**src/rtl/swdt_cfg.svh**
```systemverilog
// register offsets, field positions, reset values and timeout exponents of the watchdog
`ifndef SWDT_CFG_SVH
`define SWDT_CFG_SVH

// register byte offsets on the peripheral bus
`define SWDT_CTRL_OFS 12'h000
`define SWDT_RESTART_OFS 12'h004
`define SWDT_STATUS_OFS 12'h008
`define SWDT_COUNT_OFS 12'h00C

// control register layout
`define SWDT_CTRL_RST 8'h00
`define SWDT_EN_BIT 0
`define SWDT_LOCK_BIT 1
`define SWDT_RSP_LSB 2
`define SWDT_RSP_MSB 3
`define SWDT_TOP_LSB 4
`define SWDT_TOP_MSB 6
`define SWDT_RSVD_BIT 7

// status register layout
`define SWDT_STAT_FLAG_BIT 0
`define SWDT_STAT_RUN_BIT 1

// restart key and response codes
`define SWDT_KEY 16'hA5A5
`define SWDT_RSP_FIQ 2'h0
`define SWDT_RSP_RESET 2'h3

// timeout exponents, cycles = 2**exp
`define SWDT_EXP_C0 5'h15
`define SWDT_EXP_C1 5'h16
`define SWDT_EXP_C2 5'h17
`define SWDT_EXP_C3 5'h18
`define SWDT_EXP_C4 5'h19
`define SWDT_EXP_C5 5'h1A
`define SWDT_EXP_C6 5'h1D
`define SWDT_EXP_C7 5'h1F

`endif

```
**src/rtl/swdt_pkg.sv**
```systemverilog
// types shared by the watchdog modules
package swdt_pkg;
  typedef enum logic [2:0] {
    SWDT_REG_CTRL,
    SWDT_REG_RESTART,
    SWDT_REG_STATUS,
    SWDT_REG_COUNT,
    SWDT_REG_NONE
  } swdt_reg_e;

  typedef enum logic [1:0] {
    SWDT_ACT_NONE,
    SWDT_ACT_IRQ,
    SWDT_ACT_RESET
  } swdt_action_e;

  typedef logic [31:0] swdt_word_t;
endpackage

```
**src/rtl/swdt_period_counter.sv**
```systemverilog
// free counter that restarts itself after a programmable number of cycles
`timescale 1ns/1ps
module swdt_period_counter
  import swdt_pkg::*;
#(
  parameter int WIDTH = 32
) (
  // clock and reset
  input wire logic clk,
  input wire logic reset,
  // control
  input wire logic run,
  input wire logic restart,
  input wire logic [WIDTH-1:0] terminal,
  // state
  output logic [WIDTH-1:0] count,
  output logic hit
);
  logic [WIDTH-1:0] count_ff;
  logic [WIDTH-1:0] nxt_count;

  // timeout when the last cycle of the interval is reached while running
  assign hit = run && (count_ff == terminal);
  assign count = count_ff;

  // restart, stop or wrap all start a fresh interval at zero
  always_comb begin
    if (restart || !run || hit) begin
      nxt_count = '0;
    end else begin
      nxt_count = count_ff + {{(WIDTH-1){1'b0}}, 1'b1};
    end
  end

  always_ff @(posedge clk) begin
    if (reset) begin
      count_ff <= '0;
    end else begin
      count_ff <= nxt_count;
    end
  end
endmodule

```
**src/rtl/swdt_top.sv**
```systemverilog
// system watchdog: apb register slave, timeout counter and two-stage response
//
// Register access over APB was left to the implementer.
`timescale 1ns/1ps
`include "swdt_cfg.svh"
module swdt_top
  import swdt_pkg::*;
#(
  parameter int PERIOD_SHIFT = 0
) (
  // clock and reset
  input wire logic clk,
  input wire logic reset,
  // apb slave
  input wire logic [11:0] paddr,
  input wire logic psel,
  input wire logic penable,
  input wire logic pwrite,
  input wire logic [31:0] pwdata,
  output logic [31:0] prdata,
  output logic pready,
  output logic pslverr,
  // timeout responses
  output logic fiq_req,
  output logic sys_reset_req
);

  // register decode, shared by read capture and write strobe
  function automatic swdt_reg_e reg_decode(input logic [11:0] addr);
    case (addr)
      `SWDT_CTRL_OFS: reg_decode = SWDT_REG_CTRL;
      `SWDT_RESTART_OFS: reg_decode = SWDT_REG_RESTART;
      `SWDT_STATUS_OFS: reg_decode = SWDT_REG_STATUS;
      `SWDT_COUNT_OFS: reg_decode = SWDT_REG_COUNT;
      default: reg_decode = SWDT_REG_NONE;
    endcase
  endfunction

  // timeout code to exponent of the interval length
  function automatic logic [4:0] top_exp(input logic [2:0] code);
    case (code)
      3'h0: top_exp = `SWDT_EXP_C0;
      3'h1: top_exp = `SWDT_EXP_C1;
      3'h2: top_exp = `SWDT_EXP_C2;
      3'h3: top_exp = `SWDT_EXP_C3;
      3'h4: top_exp = `SWDT_EXP_C4;
      3'h5: top_exp = `SWDT_EXP_C5;
      3'h6: top_exp = `SWDT_EXP_C6;
      default: top_exp = `SWDT_EXP_C7;
    endcase
  endfunction

  // last count of the interval; the shift lets simulation shorten every period
  function automatic swdt_word_t top_terminal(input logic [2:0] code);
    logic [4:0] e;
    e = top_exp(code) - 5'(PERIOD_SHIFT);
    top_terminal = (32'h1 << e) - 32'h1;
  endfunction

  logic [7:0] ctrl_ff;
  logic flag_ff;
  logic sys_reset_ff;
  logic pready_ff;
  logic pslverr_ff;
  logic [31:0] prdata_ff;
  logic [31:0] count;
  logic hit;
  logic ctrl_en;
  logic ctrl_lock;
  logic [1:0] ctrl_rsp;
  logic [2:0] ctrl_top;
  logic [31:0] terminal;
  logic setup_phase;
  logic access_done;
  logic wr_ctrl;
  logic wr_restart;
  logic key_ok;
  logic restart_valid;
  swdt_reg_e sel_reg;
  swdt_action_e action;
  logic [7:0] nxt_ctrl;
  logic [31:0] nxt_prdata;

  // control fields
  assign ctrl_en = ctrl_ff[`SWDT_EN_BIT];
  assign ctrl_lock = ctrl_ff[`SWDT_LOCK_BIT];
  assign ctrl_rsp = ctrl_ff[`SWDT_RSP_MSB:`SWDT_RSP_LSB];
  assign ctrl_top = ctrl_ff[`SWDT_TOP_MSB:`SWDT_TOP_LSB];
  assign terminal = top_terminal(ctrl_top);

  // bus phases: a write lands only on the edge where pready is seen high
  assign sel_reg = reg_decode(paddr);
  assign setup_phase = psel && !penable;
  assign access_done = psel && penable && pready_ff;
  assign wr_ctrl = access_done && pwrite && (sel_reg == SWDT_REG_CTRL);
  assign wr_restart = access_done && pwrite && (sel_reg == SWDT_REG_RESTART);
  assign key_ok = (pwdata[15:0] == `SWDT_KEY);
  assign restart_valid = wr_restart && key_ok;

  // interval counter; counts only while enabled and restarts on a good key
  swdt_period_counter #(
    .WIDTH(32)
  ) u_counter (
    .clk(clk),
    .reset(reset),
    .run(ctrl_en),
    .restart(restart_valid),
    .terminal(terminal),
    .count(count),
    .hit(hit)
  );

  // what a timeout does: the reset code acts at once, any other code
  // warns first, and an unanswered warning escalates to reset
  always_comb begin
    action = SWDT_ACT_NONE;
    if (hit) begin
      if (ctrl_rsp == `SWDT_RSP_RESET) begin
        action = SWDT_ACT_RESET;
      end else if (flag_ff) begin
        action = SWDT_ACT_RESET;
      end else begin
        action = SWDT_ACT_IRQ;
      end
    end
  end

  // control register; lock is set-only and freezes the enable bit
  always_comb begin
    nxt_ctrl = ctrl_ff;
    if (wr_ctrl) begin
      nxt_ctrl = pwdata[7:0];
      nxt_ctrl[`SWDT_RSVD_BIT] = 1'b0;
      nxt_ctrl[`SWDT_LOCK_BIT] = ctrl_lock | pwdata[`SWDT_LOCK_BIT];
      if (ctrl_lock) begin
        nxt_ctrl[`SWDT_EN_BIT] = ctrl_en;
      end
    end
  end

  always_ff @(posedge clk) begin
    if (reset) begin
      ctrl_ff <= `SWDT_CTRL_RST;
    end else begin
      ctrl_ff <= nxt_ctrl;
    end
  end

  // first-timeout flag; a timeout in the restart cycle still sets it
  always_ff @(posedge clk) begin
    if (reset) begin
      flag_ff <= 1'b0;
    end else if (action == SWDT_ACT_IRQ) begin
      flag_ff <= 1'b1;
    end else if (restart_valid) begin
      flag_ff <= 1'b0;
    end
  end

  // one-cycle reset request; the system reset logic feeds back on reset
  always_ff @(posedge clk) begin
    if (reset) begin
      sys_reset_ff <= 1'b0;
    end else begin
      sys_reset_ff <= (action == SWDT_ACT_RESET);
    end
  end

  // read data is snapshot in the setup cycle so it stays put during access
  always_comb begin
    nxt_prdata = 32'h0;
    case (sel_reg)
      SWDT_REG_CTRL: nxt_prdata = {24'h0, ctrl_ff};
      SWDT_REG_STATUS: begin
        nxt_prdata[`SWDT_STAT_FLAG_BIT] = flag_ff;
        nxt_prdata[`SWDT_STAT_RUN_BIT] = ctrl_en;
      end
      SWDT_REG_COUNT: nxt_prdata = count;
      default: nxt_prdata = 32'h0; // restart key reads as zero
    endcase
  end

  // no wait state: pready rises in the first access cycle
  always_ff @(posedge clk) begin
    if (reset) begin
      pready_ff <= 1'b0;
      pslverr_ff <= 1'b0;
      prdata_ff <= 32'h0;
    end else begin
      pready_ff <= setup_phase;
      pslverr_ff <= setup_phase && (sel_reg == SWDT_REG_NONE);
      if (setup_phase) begin
        prdata_ff <= pwrite ? 32'h0 : nxt_prdata;
      end
    end
  end

  assign prdata = prdata_ff;
  assign pready = pready_ff;
  assign pslverr = pslverr_ff;
  assign fiq_req = flag_ff; // level; the controller takes its rising edge
  assign sys_reset_req = sys_reset_ff;

  // helper: last count of the interval recomputed independently of the function
  logic [31:0] chk_terminal;
  always_comb begin
    chk_terminal = 32'h0;
    case (ctrl_top)
      3'h0: chk_terminal = (32'h1 << (21 - PERIOD_SHIFT)) - 32'h1;
      3'h1: chk_terminal = (32'h1 << (22 - PERIOD_SHIFT)) - 32'h1;
      3'h2: chk_terminal = (32'h1 << (23 - PERIOD_SHIFT)) - 32'h1;
      3'h3: chk_terminal = (32'h1 << (24 - PERIOD_SHIFT)) - 32'h1;
      3'h4: chk_terminal = (32'h1 << (25 - PERIOD_SHIFT)) - 32'h1;
      3'h5: chk_terminal = (32'h1 << (26 - PERIOD_SHIFT)) - 32'h1;
      3'h6: chk_terminal = (32'h1 << (29 - PERIOD_SHIFT)) - 32'h1;
      default: chk_terminal = (32'h1 << (31 - PERIOD_SHIFT)) - 32'h1;
    endcase
  end
endmodule

```
**config.mk**
```make
export PLATFORM = sky130hd
export DESIGN_NAME = swdt_top
export DESIGN_NICKNAME = d
export VERILOG_FILES = /design/src/rtl/swdt_pkg.sv /design/src/rtl/swdt_period_counter.sv /design/src/rtl/swdt_top.sv
export VERILOG_INCLUDE_DIRS = /design/src /design/src/rtl
export SDC_FILE = /design/constraint.sdc
export NUM_CORES = 1
export LEC_CHECK = 0
export BUFFER_PORTS_ARGS = -buffer_cell sky130_fd_sc_hd__buf_2
export CORE_MARGIN = 5
export CORE_UTILIZATION = 53
export DETAILED_ROUTE_END_ITERATION = 12
export HOLD_SLACK_MARGIN = 0.06
export PLACE_DENSITY_LB_ADDON = 0.25
export SYNTH_ARGS = -nofsm -noshare
export SYNTH_HDL_FRONTEND = slang
export SYNTH_SLANG_ARGS = --single-unit
```
**constraint.sdc**
```tcl
create_clock -name clk -period 2.6 [get_ports clk]
set_input_delay 0.26 -clock clk [delete_from_list [all_inputs] [get_ports clk]]
set_output_delay 0.26 -clock clk [all_outputs]
set_load 0.1 [all_outputs]
```
### Word-level counts from Yosys, hierarchy flattened

Cells that the tools add are included.

| storage, ports and cells | value |
|---|---|
| word-level logic and storage cells | 60 |
| register bits after elaboration | 75 |
| input bits | 49 |
| output and inout port bits | 36 |

| cells by class | value |
|---|---|
| eq/ne operators | 18 |
| reduce and logical (&&, ||, !) cells | 19 |
| shift operators | 1 |
| add/sub/neg operators | 2 |
| bitwise operators | 2 |
| multiplexer cells | 10 |

Operator list:

| kind | number |
|---|---|
| case mux 30 bit (2 select lines) | 1 |
| adder 32 x 1 -> 32 bit (second input constant) | 1 |
| equality test 32 bit | 1 |
| two-way mux 32 bit | 1 |
| << shifter 1 x 5 -> 32 bit (first input constant) | 1 |
| subtractor 32 x 1 -> 32 bit (second input constant) | 1 |
| case mux 4 bit (7 select lines) | 1 |
| equality test 12 x 4 -> 1 bit (second input constant) | 2 |
| equality test 16 bit (second input constant) | 1 |
| equality test 12 x 3 -> 1 bit (second input constant) | 1 |
| equality test 3 x 2 -> 1 bit (second input constant) | 4 |
| equality test 3 bit (second input constant) | 4 |
| zero test 12 bit | 1 |
| case mux 3 bit (4 select lines) | 1 |
| logical AND 1 bit | 9 |
| equality test 3 x 1 -> 1 bit (second input constant) | 2 |
| zero test 3 bit | 2 |
| two-way mux 2 bit | 3 |
| case mux 2 bit (3 select lines) | 1 |
| equality test 2 bit (second input constant) | 2 |
| equality test 2 x 1 -> 1 bit (second input constant) | 1 |
| zero test 1 bit | 2 |
| logical OR 1 bit | 2 |
| two-way mux 1 bit | 2 |
| other kinds (5) | 5 |

### Logic depth before layout (Yosys ltp)

Gate-level depths: netlist of run 1.

| logic depth | value |
|---|---|
| depth in word-level cells | 9 |
| gate-level depth with buffers | 9 |

### Modules after synthesis

From an unflattened synthesis of run 1, not the netlist that was laid out.

| second synthesis, totals | value |
|---|---|
| cell total of the unflattened synthesis | 374 |
| area total of the unflattened synthesis | 3480.8 um2 |

Modules (own cells, without submodules):

| module | area each (um2) | sequential area each (um2) | instances | cells each |
|---|---|---|---|---|
| swdt_period_counter | 1769.2 | 640.6 | 1 | 208 |
| swdt_top | 1711.6 | 860.8 | 1 | 166 |

### Least setup slack after synthesis of run 1

No wires, ideal clock.

| timing | value |
|---|---|
| path kind | register -> register |
| start point | register ctrl_ff[5] |
| end point | register u_counter.count_ff[15] (netlist: u_counter.count[15]) |
| required time | 2.459 ns |
| slack | 0.188 ns |
| library setup time | 0.141 ns |
| data arrival time | 2.271 ns |
| cell stages (with the launch flop) | 10 |
| path through | dfxtp_1 > clkbuf_1 > inv_1 > ha_1 > a211o_1 > and3_1 > a211o_1 > nor4_4 > buf_6 > nor3_2 |

| between the ends | value |
|---|---|
| longest elaborated chain between the ends | 8 |

RTL lines:

| item | RTL line | RTL |
|---|---|---|
| start: declaration | swdt_top.sv:60 | `logic [7:0] ctrl_ff;` |
| start signal: assignment | swdt_top.sv:143 | `` ctrl_ff <= `SWDT_CTRL_RST; `` |
| start signal: assignment | swdt_top.sv:145 | `ctrl_ff <= nxt_ctrl;` |
| equality test 3 bit (tied with other cells) | swdt_top.sv:41 | `case (code)` |
| case mux 4 bit (7 select lines) (*) | swdt_top.sv:41 |  |
| << shifter 1 x 5 -> 32 bit (*) | swdt_top.sv:57 | `top_terminal = (32'h1 << e) - 32'h1;` |
| subtractor 32 x 1 -> 32 bit (*) | swdt_top.sv:57 |  |
| equality test 32 bit (*) | swdt_period_counter.sv:23 | `assign hit = run && (count_ff == terminal);` |
| logical AND 1 bit (*) | swdt_period_counter.sv:23 |  |
| logical OR 1 bit (*) | swdt_period_counter.sv:28 | `if (restart \|\| !run \|\| hit) begin` |
| OR reduction 2 bit (no source line) (*) | -- |  |
| end signal: assignment | swdt_period_counter.sv:39 | `count_ff <= nxt_count;` |
| end: declaration | swdt_period_counter.sv:19 | `logic [WIDTH-1:0] count_ff;` |

Every way passes the cells marked *; elsewhere a longest branch is shown, timed or not.
A chain may end at the register's enable or synchronous reset.

### Worst setup path in the final report of run 1

| timing | value |
|---|---|
| start point | register ctrl_ff[5] |
| end point | register flag_ff (netlist: fiq_req) |

| between the ends | value |
|---|---|
| longest elaborated chain between the ends | 9 |

RTL lines:

| item | RTL line | RTL |
|---|---|---|
| equality test 3 bit (tied with other cells) | swdt_top.sv:41 |  |
| case mux 4 bit (7 select lines) (*) | swdt_top.sv:41 |  |
| << shifter 1 x 5 -> 32 bit (*) | swdt_top.sv:57 |  |
| subtractor 32 x 1 -> 32 bit (*) | swdt_top.sv:57 |  |
| equality test 32 bit (*) | swdt_period_counter.sv:23 |  |
| logical AND 1 bit (*) | swdt_period_counter.sv:23 |  |
| two-way mux 2 bit (*) | swdt_top.sv:117 | `if (hit) begin` |
| equality test 2 x 1 -> 1 bit (*) | swdt_top.sv:153 | `end else if (action == SWDT_ACT_IRQ) begin` |
| two-way mux 1 bit or nonzero test 2 bit (tied branches) | -- |  |
| end signal: assignment | swdt_top.sv:152 | `flag_ff <= 1'b0;` |
| end signal: assignment | swdt_top.sv:154 | `flag_ff <= 1'b1;` |
| end signal: assignment | swdt_top.sv:156 | `flag_ff <= 1'b0;` |
| end: declaration | swdt_top.sv:61 | `logic flag_ff;` |

Marks and branches as above.

==> results.md, run 1 <==
Floorplan:
- In this run the count of I/O pins placed on the die edge is 85.
- In this run the vertical extent of the chip is 90.9 um.
- The number of rows in the core area is 29.
- The effective utilization at floorplan is between 50% and 60%.
- The width of the chip is 90.9 um.
- The area of the die is just over 0.008 sq mm.
- After floorplanning, the core was sized to cover around 0.0063 sq mm.

Final layout:
- The count of filler cells inserted in the layout is between 500 and 600.
- The number of nets in the final layout is just over 500.
- The number of inserted diodes is 0.
- The layout cell share with drive strength beyond 1 is between 20 and 30%.
- Excluding fillers, the count of instances in the completed layout stands at 541.
- The multi-input logic area is roughly 0.0018 sq mm.
- The area growth from synthesis to layout is 18.4%.
- The area occupied by registers is between 0.0015 and 0.002 sq mm.

Detailed routing:
- The number of design-rule violations left by the first detailed-router iteration is 170.
- Using the TritonRoute via totals, the vias-per-cell ratio works out to between 5 and 6.
- The routed design has about 8 mm of wire.
- After detailed routing, the average wire length per cell comes to 14.7 um.
- The total number of vias is 2988.
- The count of antenna-violating nets left after detailed routing is 0.
- The number of optimization iterations in the first detailed-route pass is 5.
- The count of unresolved DRC violations after routing is 0.

Timing:
- At the pin with the least slew margin, the transition time is 0.807 ns.
- The final number of max-transition violations is 0.
- The worst slew margin relative to its limit is between 40% and 50%.
- The highest clock frequency the design can meet is around 420 MHz.
- Setup repair after global routing left no endpoint under its margin.
- The final period utilization is between 90% and 100%.
- The number of endpoints failing setup at the final stage is 0.
- The final total negative setup slack is 0 ns.
- The post-layout minimum cycle time is 2.36 ns.
- Clock skew on the completed layout was measured at 0.0114 ns.
- The final hold violation count is 0.

Clock tree:
- The setup fix buffers added after clock tree synthesis is 0.
- After clock tree synthesis, the repair step resized 0 gates.
- The number of buffers on the longest clock path is 2.
- Clock-pin slew was measured on the worst setup and hold paths at about 0.070 ns.
- Counting the buffers created by CTS gives 9.
- CTS saw between 70 and 80 sinks.
- The cell at the root of the clock tree is clkbuf_8.
- After clock tree synthesis, the flow added hold-fix buffers numbering 0.
- The clock tree synthesis step divided the H-tree into 3 levels.
- The clock insertion delay at the later pin of the skew report is 0.36 ns.
- TritonCTS built the clock tree.

Logic synthesis:
- In this run the cell area of the synthesized design comes to around 0.0035 sq mm.
- Synthesis inferred 75 register bits.
- For this run, the leading register cell type out of synthesis is dfxtp_1.
- In this run the mean area of a mapped cell was just under 9 sq um.
- Synthesis produced a netlist with a net count of between 400 and 500.
- The count of flip-flops with a built-in enable after synthesis is 0.
- The yosys synthesis warning count is 0.
- The largest area contributor in the netlist is dfxtp_1.
- Sorting the synthesized cells by how often they occur yields 75 x dfxtp_1, 60 x nand2_1, 38 x nor2_1.
- After synthesis, the share of flip-flops with an asynchronous set or reset is 0%.
- Sorting the synthesized cells by area gives the leading types as dfxtp_1 43%, nand2_1 6.5%, nor3_2 6.1%.
- The sequential share of the synthesized area is 43.2%.
- Synthesis produced a netlist whose cell count is 396.
- The number of distinct library cells after synthesis is 42.
- In this run the biggest area consumer among cell types represents 43.2% of the synthesized area.
- Among all cell types in the netlist, the one instantiated most often is dfxtp_1.

Worst hold path:
- The path with the worst hold slack has its endpoint at ctrl_ff[5]$_SDFFE_PP0P_.
- The cell count of the worst hold path is 3.
- The start point of the worst hold path is pwdata[5].
- The tightest min-delay check is of the primary input to flop type.

Global routing:
- The aggregate global routing overflow is 0.
- The initial antenna violation count is 0.
- Entering global routing, the biggest net connects between 40 and 50 pins.
- The first global-routing pass estimated 13.7 mm of wire.
- The number of global-route vias before repair was about 3000.
- The overall fraction of global-route tracks in use is ~20%.

Critical path:
- The depth of the worst register-to-register path is 8.
- In this run the critical register-to-register path is captured at fiq_req$_SDFFE_PP0P_.
- The critical path startpoint is ctrl_ff[5]$_SDFFE_PP0P_.
- The type of the worst setup path is flop to flop.
- The biggest fanout along the worst timing path is 18.
- The worst setup path is launched from a flop.
- The element type at the critical path end is a flop.
- The register-to-register setup slack is between 0.2 and 0.25 ns.
- The required time reported for the critical path endpoint is roughly 2.9 ns.
- In this run the critical register-to-register path is launched from ctrl_ff[5]$_SDFFE_PP0P_.
- At the worst endpoint, the arrival time is between 2 and 3 ns.

Pwr:
- The analysis attributes to cell leakage a power of roughly 1.5 nW.
- The power per standard cell area is between 500 and 600 mW/mm^2.
- The peak supply drop is roughly 0.0004 V.

Placed design:
- The congestion estimate from routability-driven global placement came to 0.842.
- The half-perimeter wire length after placement is 5.56 mm.
- The number of port buffers is 68.
- The number of placed instances, taps included, is 526.

Outcome:
- The run finished with clean final reports.

Run:
- Max-cap violations in this run came to 0.
==> through the flow <==
stage	setup WS (ns)	hold slack, ns	instance area, sq um	total power, mW	util (%)
after floorplan	0.188	0.399	3470	1.21	-
after global placement	0.332	0.434	3900	1.24	61.4
after detailed placement	0.279	0.441	3900	1.25	61.4
after CTS	0.223	0.152	4110	2.21	64.7
after global routing	0.104	0.165	4110	2.28	64.7
final	0.244	0.159	4110	2.20	64.7
==> flip-flops by register name (all words and copies together) (netlist names) <==
register,flops
ctrl_ff,7
pready,1
fiq_req,1
pslverr,1
u_counter.count,32
sys_reset_req,1
prdata,32
==> metal layers <==
metal  track usage, %  part of all wire [%]  vias to the layer above
met2             33.1                    48                       83
met4             7.09                   1.6                        0
li1                 -                     -                     1515
met1             25.1                    45                     1378
met5                0                     0                        -
met3             4.96                   5.1                       12
==> critical path: stages, from the launching register on <==
cell     delay (ns)
dfxtp_1        0.48
inv_1          0.09
ha_1           0.26
a211o_1        0.29
and3_1         0.18
a211o_1        0.27
nor4_4         0.35
buf_12         0.22
a32o_1         0.14
==> report_power, final <==
group,internal [mW],leakage (nW),switching (mW)
registers,1.15,0.604,0.000402
logic,0.0250,0.834,0.0444
clock network,0.558,0.108,0.422
total,1.73,1.55,0.467
==> area by class of cell <==
class                      instances  share of cell area, %
multi-input combinational        288                   44.4
timing repair buffer              79                   10.9
sequential                        75                   36.5
tap                               77                   2.34
clock inverter                     5                   1.89
inverter                           7                  0.639
clock buffer                      10                   3.35
==> cell usage in the layout (no fill, tap or decap), types with 2 or more instances in the layout <==
| master | n |
|---|---|
| a211o_1 | 4 |
| a21oi_1 | 30 |
| a222oi_1 | 5 |
| a22oi_1 | 3 |
| and2_1 | 5 |
| and3_1 | 8 |
| and4_1 | 3 |
| buf_12 | 2 |
| buf_2 | 68 |
| buf_4 | 9 |
| bufinv_16 | 2 |
| clkbuf_8 | 10 |
| clkinv_2 | 2 |
| dfxtp_1 | 75 |
| ha_1 | 4 |
| inv_1 | 7 |
| mux2_2 | 2 |
| mux2i_1 | 6 |
| nand2_1 | 60 |
| nand3_1 | 13 |
| nand4_1 | 17 |
| nor2_1 | 38 |
| nor3_1 | 6 |
| nor3_2 | 21 |
| nor3b_1 | 4 |
| nor4_1 | 7 |
| nor4bb_1 | 2 |
| o2111ai_1 | 2 |
| xnor2_1 | 9 |
| xor2_1 | 23 |
==> kinds of logic (layout without fill, tap and decap cells) <==
kind of cell             count (synthesis)  count (layout)  synth area share, %
AO/OA/AOI/OAI                           51              51                 9.55
XOR/XNOR                                33              33                 8.72
adder cells (fa/ha/maj)                  4               4                 1.44
buffers and inverters                   33             101                 4.22
flip-flops                              75              75                 43.2
multiplexers                             8               8                 2.38
AND/OR/NAND/NOR                        192             192                 30.5
==> worst max path at each step <==
| stage | to | slack (ns) | cells past startpoint |
|---|---|---|---|
| floorplan | u_counter.count[15]$_SDFF_PP0_ | 0.19 | 9 |
| global placement | fiq_req$_SDFFE_PP0P_ | 0.33 | 8 |
| detailed placement | fiq_req$_SDFFE_PP0P_ | 0.28 | 8 |
| CTS | fiq_req$_SDFFE_PP0P_ | 0.22 | 8 |
| global route | fiq_req$_SDFFE_PP0P_ | 0.10 | 8 |
| finish | fiq_req$_SDFFE_PP0P_ | 0.24 | 8 |
No activity file was read; power rests on OpenSTA's default activity.
==> run 2: changes to the inputs <==
Settings changed: CORE_ASPECT_RATIO set to 0.5, SETUP_SLACK_MARGIN set to 0.4.
==> results.md, run 2 (synthesis gave the netlist of run 1 again) <==
Final layout:
- The most common library cell in the layout ignoring fill and taps is dfxtp_1.
- The number of antenna diodes in the final layout is 0.
- The area added between synthesis and finish is 24.3%.
- The number of nets in the final layout is roughly 520.
- Leaving out fill and tap cells, the most frequent cells in the layout are 71 x dfxtp_1, 68 x buf_2, 60 x nand2_1.
- In the final layout, the share of cells above drive strength 1 is between 20% and 30%.
- The count of filler cells inserted in the layout is around 520.

Critical path:
- Of all nets on the critical path, the largest fanout is 8.
- The arrival time at the worst endpoint is approximately 2.4 ns.
- For the worst flop-to-flop path, the logic depth is 9.
- The element type at the critical path end is a flop.
- The required time reported for the critical path endpoint is 2.82 ns.
- The element type at the critical path start is a flop.
- The critical path is of the flop to flop type.

Floorplan:
- After floorplanning, the core was divided into 20 placement rows.
- For this configuration, the core starts out at a cell density of a little under three fifths.
- The die is ~120 um wide.
- The total I/O pin count is 85.
- The area of the die is around 0.0084 sq mm.
- The vertical die dimension is 67.2 um.
- The total area inside the core boundary comes to between 0.006 and 0.007 sq mm.

Placed design:
- After legalization and detailed placement, the total HPWL measured 6.39 mm.
- Routability-driven placement finished with a final weighted congestion of about 0.9.
- In this run the tool buffered the top-level ports with just under 70 buffer cells.
- The post-placement worst setup slack is 0.413 ns.

Global routing:
- The initial antenna violation count is 0.
- The maximum number of pins on one net before global-route repair is 44.
- The first global-routing pass estimated around 15 mm of wire.
- The total overflow left after global routing is 0.
- Global routing consumed, over all layers together, between 20% and 30% of the routing resources.
- The number of global-route vias before repair is around 3000.

Clock tree:
- The clock insertion delay at the later pin of the skew report is between 0.3 and 0.4 ns.
- The cell sitting at the root of the clock tree is a clkbuf_16.
- The number of buffers added by the clock tree synthesis step is 9.
- Clock-pin slew was measured on the worst setup and hold paths at 0.06 ns.
- TritonCTS built the clock tree.
- The tree built by TritonCTS fans out to 75 sinks.
- The clock tree synthesis step divided the H-tree into 3 levels.
- The number of buffers on the longest clock path is 2.

Pwr:
- The analysis attributes to cell leakage a power of 1.63 nW.
- The peak supply drop is between 0.0004 and 0.0005 V.
- Dividing total power by cell area gives a power density of 568 mW/mm^2.

Detailed routing:
- For this block, the initial DRC count from the detailed router was roughly 340.
- The post-detailed-routing wire length is between 9 and 10 mm.
- In this run the remaining antenna-violating nets after routing total 0.
- The total number of vias is approximately 3200.
- In the final routed layout, each cell accounts on average for between 15 and 20 um.
- The number of optimization iterations in the first detailed-route pass is 6.
- The count of unresolved DRC violations after routing is 0.
- Using the TritonRoute via totals, the vias-per-cell ratio works out to 5.74.

Timing:
- The worst slew margin relative to its limit is between 40 and 50%.
- The final hold violation count is 0.
- The highest clock frequency the design can meet is between 400 and 500 MHz.
- The worst path uses between 80% and 90% of the clock period.
- Between clock sinks in the finished design, the worst skew comes to about 0.006 ns.
- The final number of max-transition violations is 0.
- Adding up every negative setup slack in the final design gives 0 ns.
- Setup violations remaining at the end of the flow were counted as 0.
- The worst path meets setup with 0.382 ns of slack.
- Setup repair after global routing could not meet its margin everywhere.
- At the pin with the least slew margin, the transition time is 0.737 ns.
- The final hold slack is between 0.15 and 0.2 ns.
- The clock period could shrink to 2.22 ns.

Worst hold path:
- The worst hold path was traced through 3 stages.
- The class of the tightest hold or removal check is primary input to flop.

Outcome:
- The flow ran to the end, and the final reports show no timing, DRC or antenna violations.

Run:
- Max-cap violations in this run came to 0.
-- run 2: changes by cell type in the layout (fill, tap and decap cells not counted), sizes merged --
cell / change
bufinv: -1
buf: +9
clkbuf: -1
inv: +1
clkinv: +1
clkinvlp: +1
-- run 2: cell type report --
| cell class | count | area, sq um | area share (%) |
|---|---|---|---|
| Sequential cell | 75 | 1510 | 35.0 |
| Multi-Input combinational cell | 288 | 1850 | 42.9 |
| Inverter | 7 | 26.3 | 0.609 |
| Clock inverter | 7 | 76.3 | 1.77 |
| Tap cell | 88 | 110 | 2.55 |
| Clock buffer | 9 | 225 | 5.22 |
| Timing Repair Buffer | 88 | 517 | 12.0 |
-- run 2: per-stage QoR --
stage / util [%] / instances / power (mW) / instance area, sq um
2_1_floorplan: - / 396 / 1.21 / 3510
3_3_place_gp: 63.0 / 538 / 1.24 / 3910
3_5_place_dp: 63.0 / 538 / 1.25 / 3910
4_1_cts: 67.9 / 554 / 2.47 / 4210
5_1_grt: 69.5 / 562 / 2.53 / 4310
6_report: 69.5 / 562 / 2.45 / 4310
-- run 2: where the power goes --
group	switching (mW)	leakage [nW]	total (mW)	internal [mW]
logic	0.0462	0.880	0.0713	0.0250
clock network	0.482	0.142	1.23	0.746
registers	0.000368	0.606	1.15	1.15
-- run 2: final timing paths --
kind	from	end	slack, ns
min	pwdata[1]	ctrl_ff[1]$_SDFFE_PP0P_	0.18
max reg2reg	ctrl_ff[5]$_SDFFE_PP0P_	u_counter.count[24]$_SDFF_PP0_	0.38
max	ctrl_ff[5]$_SDFFE_PP0P_	u_counter.count[24]$_SDFF_PP0_	0.38
min reg2reg	prdata[13]$_SDFFE_PP0P_	prdata[13]$_SDFFE_PP0P_	0.45
-- run 2: routing by layer --
metal	vias up	wire length [um]	track usage (%)	share of wire (%)
li1	1542	-	-	-
met1	1543	4040	27.6	44
met2	126	4350	39.7	47
met3	15	745	7.42	8.0
met4	0	130	6.01	1.4
met5	-	0	0	0
-- run 2: critical path: stages, from the launching register on --
cell and delay, ns:
dfxtp_4 0.39, inv_1 0.08, ha_4 0.24, a211o_1 0.25
and3_1 0.19, a211o_1 0.28, nor4_4 0.28, buf_4 0.20
buf_8 0.13, nor3_2 0.05
-- run 2: what timing repair did --
action	4_1_cts	5_1_grt
endpoints found under the setup margin	1	23
resized for setup	0	16
setup buffers	0	6
hold buffers	0	0
pin swaps	0	3
cloned	0	2
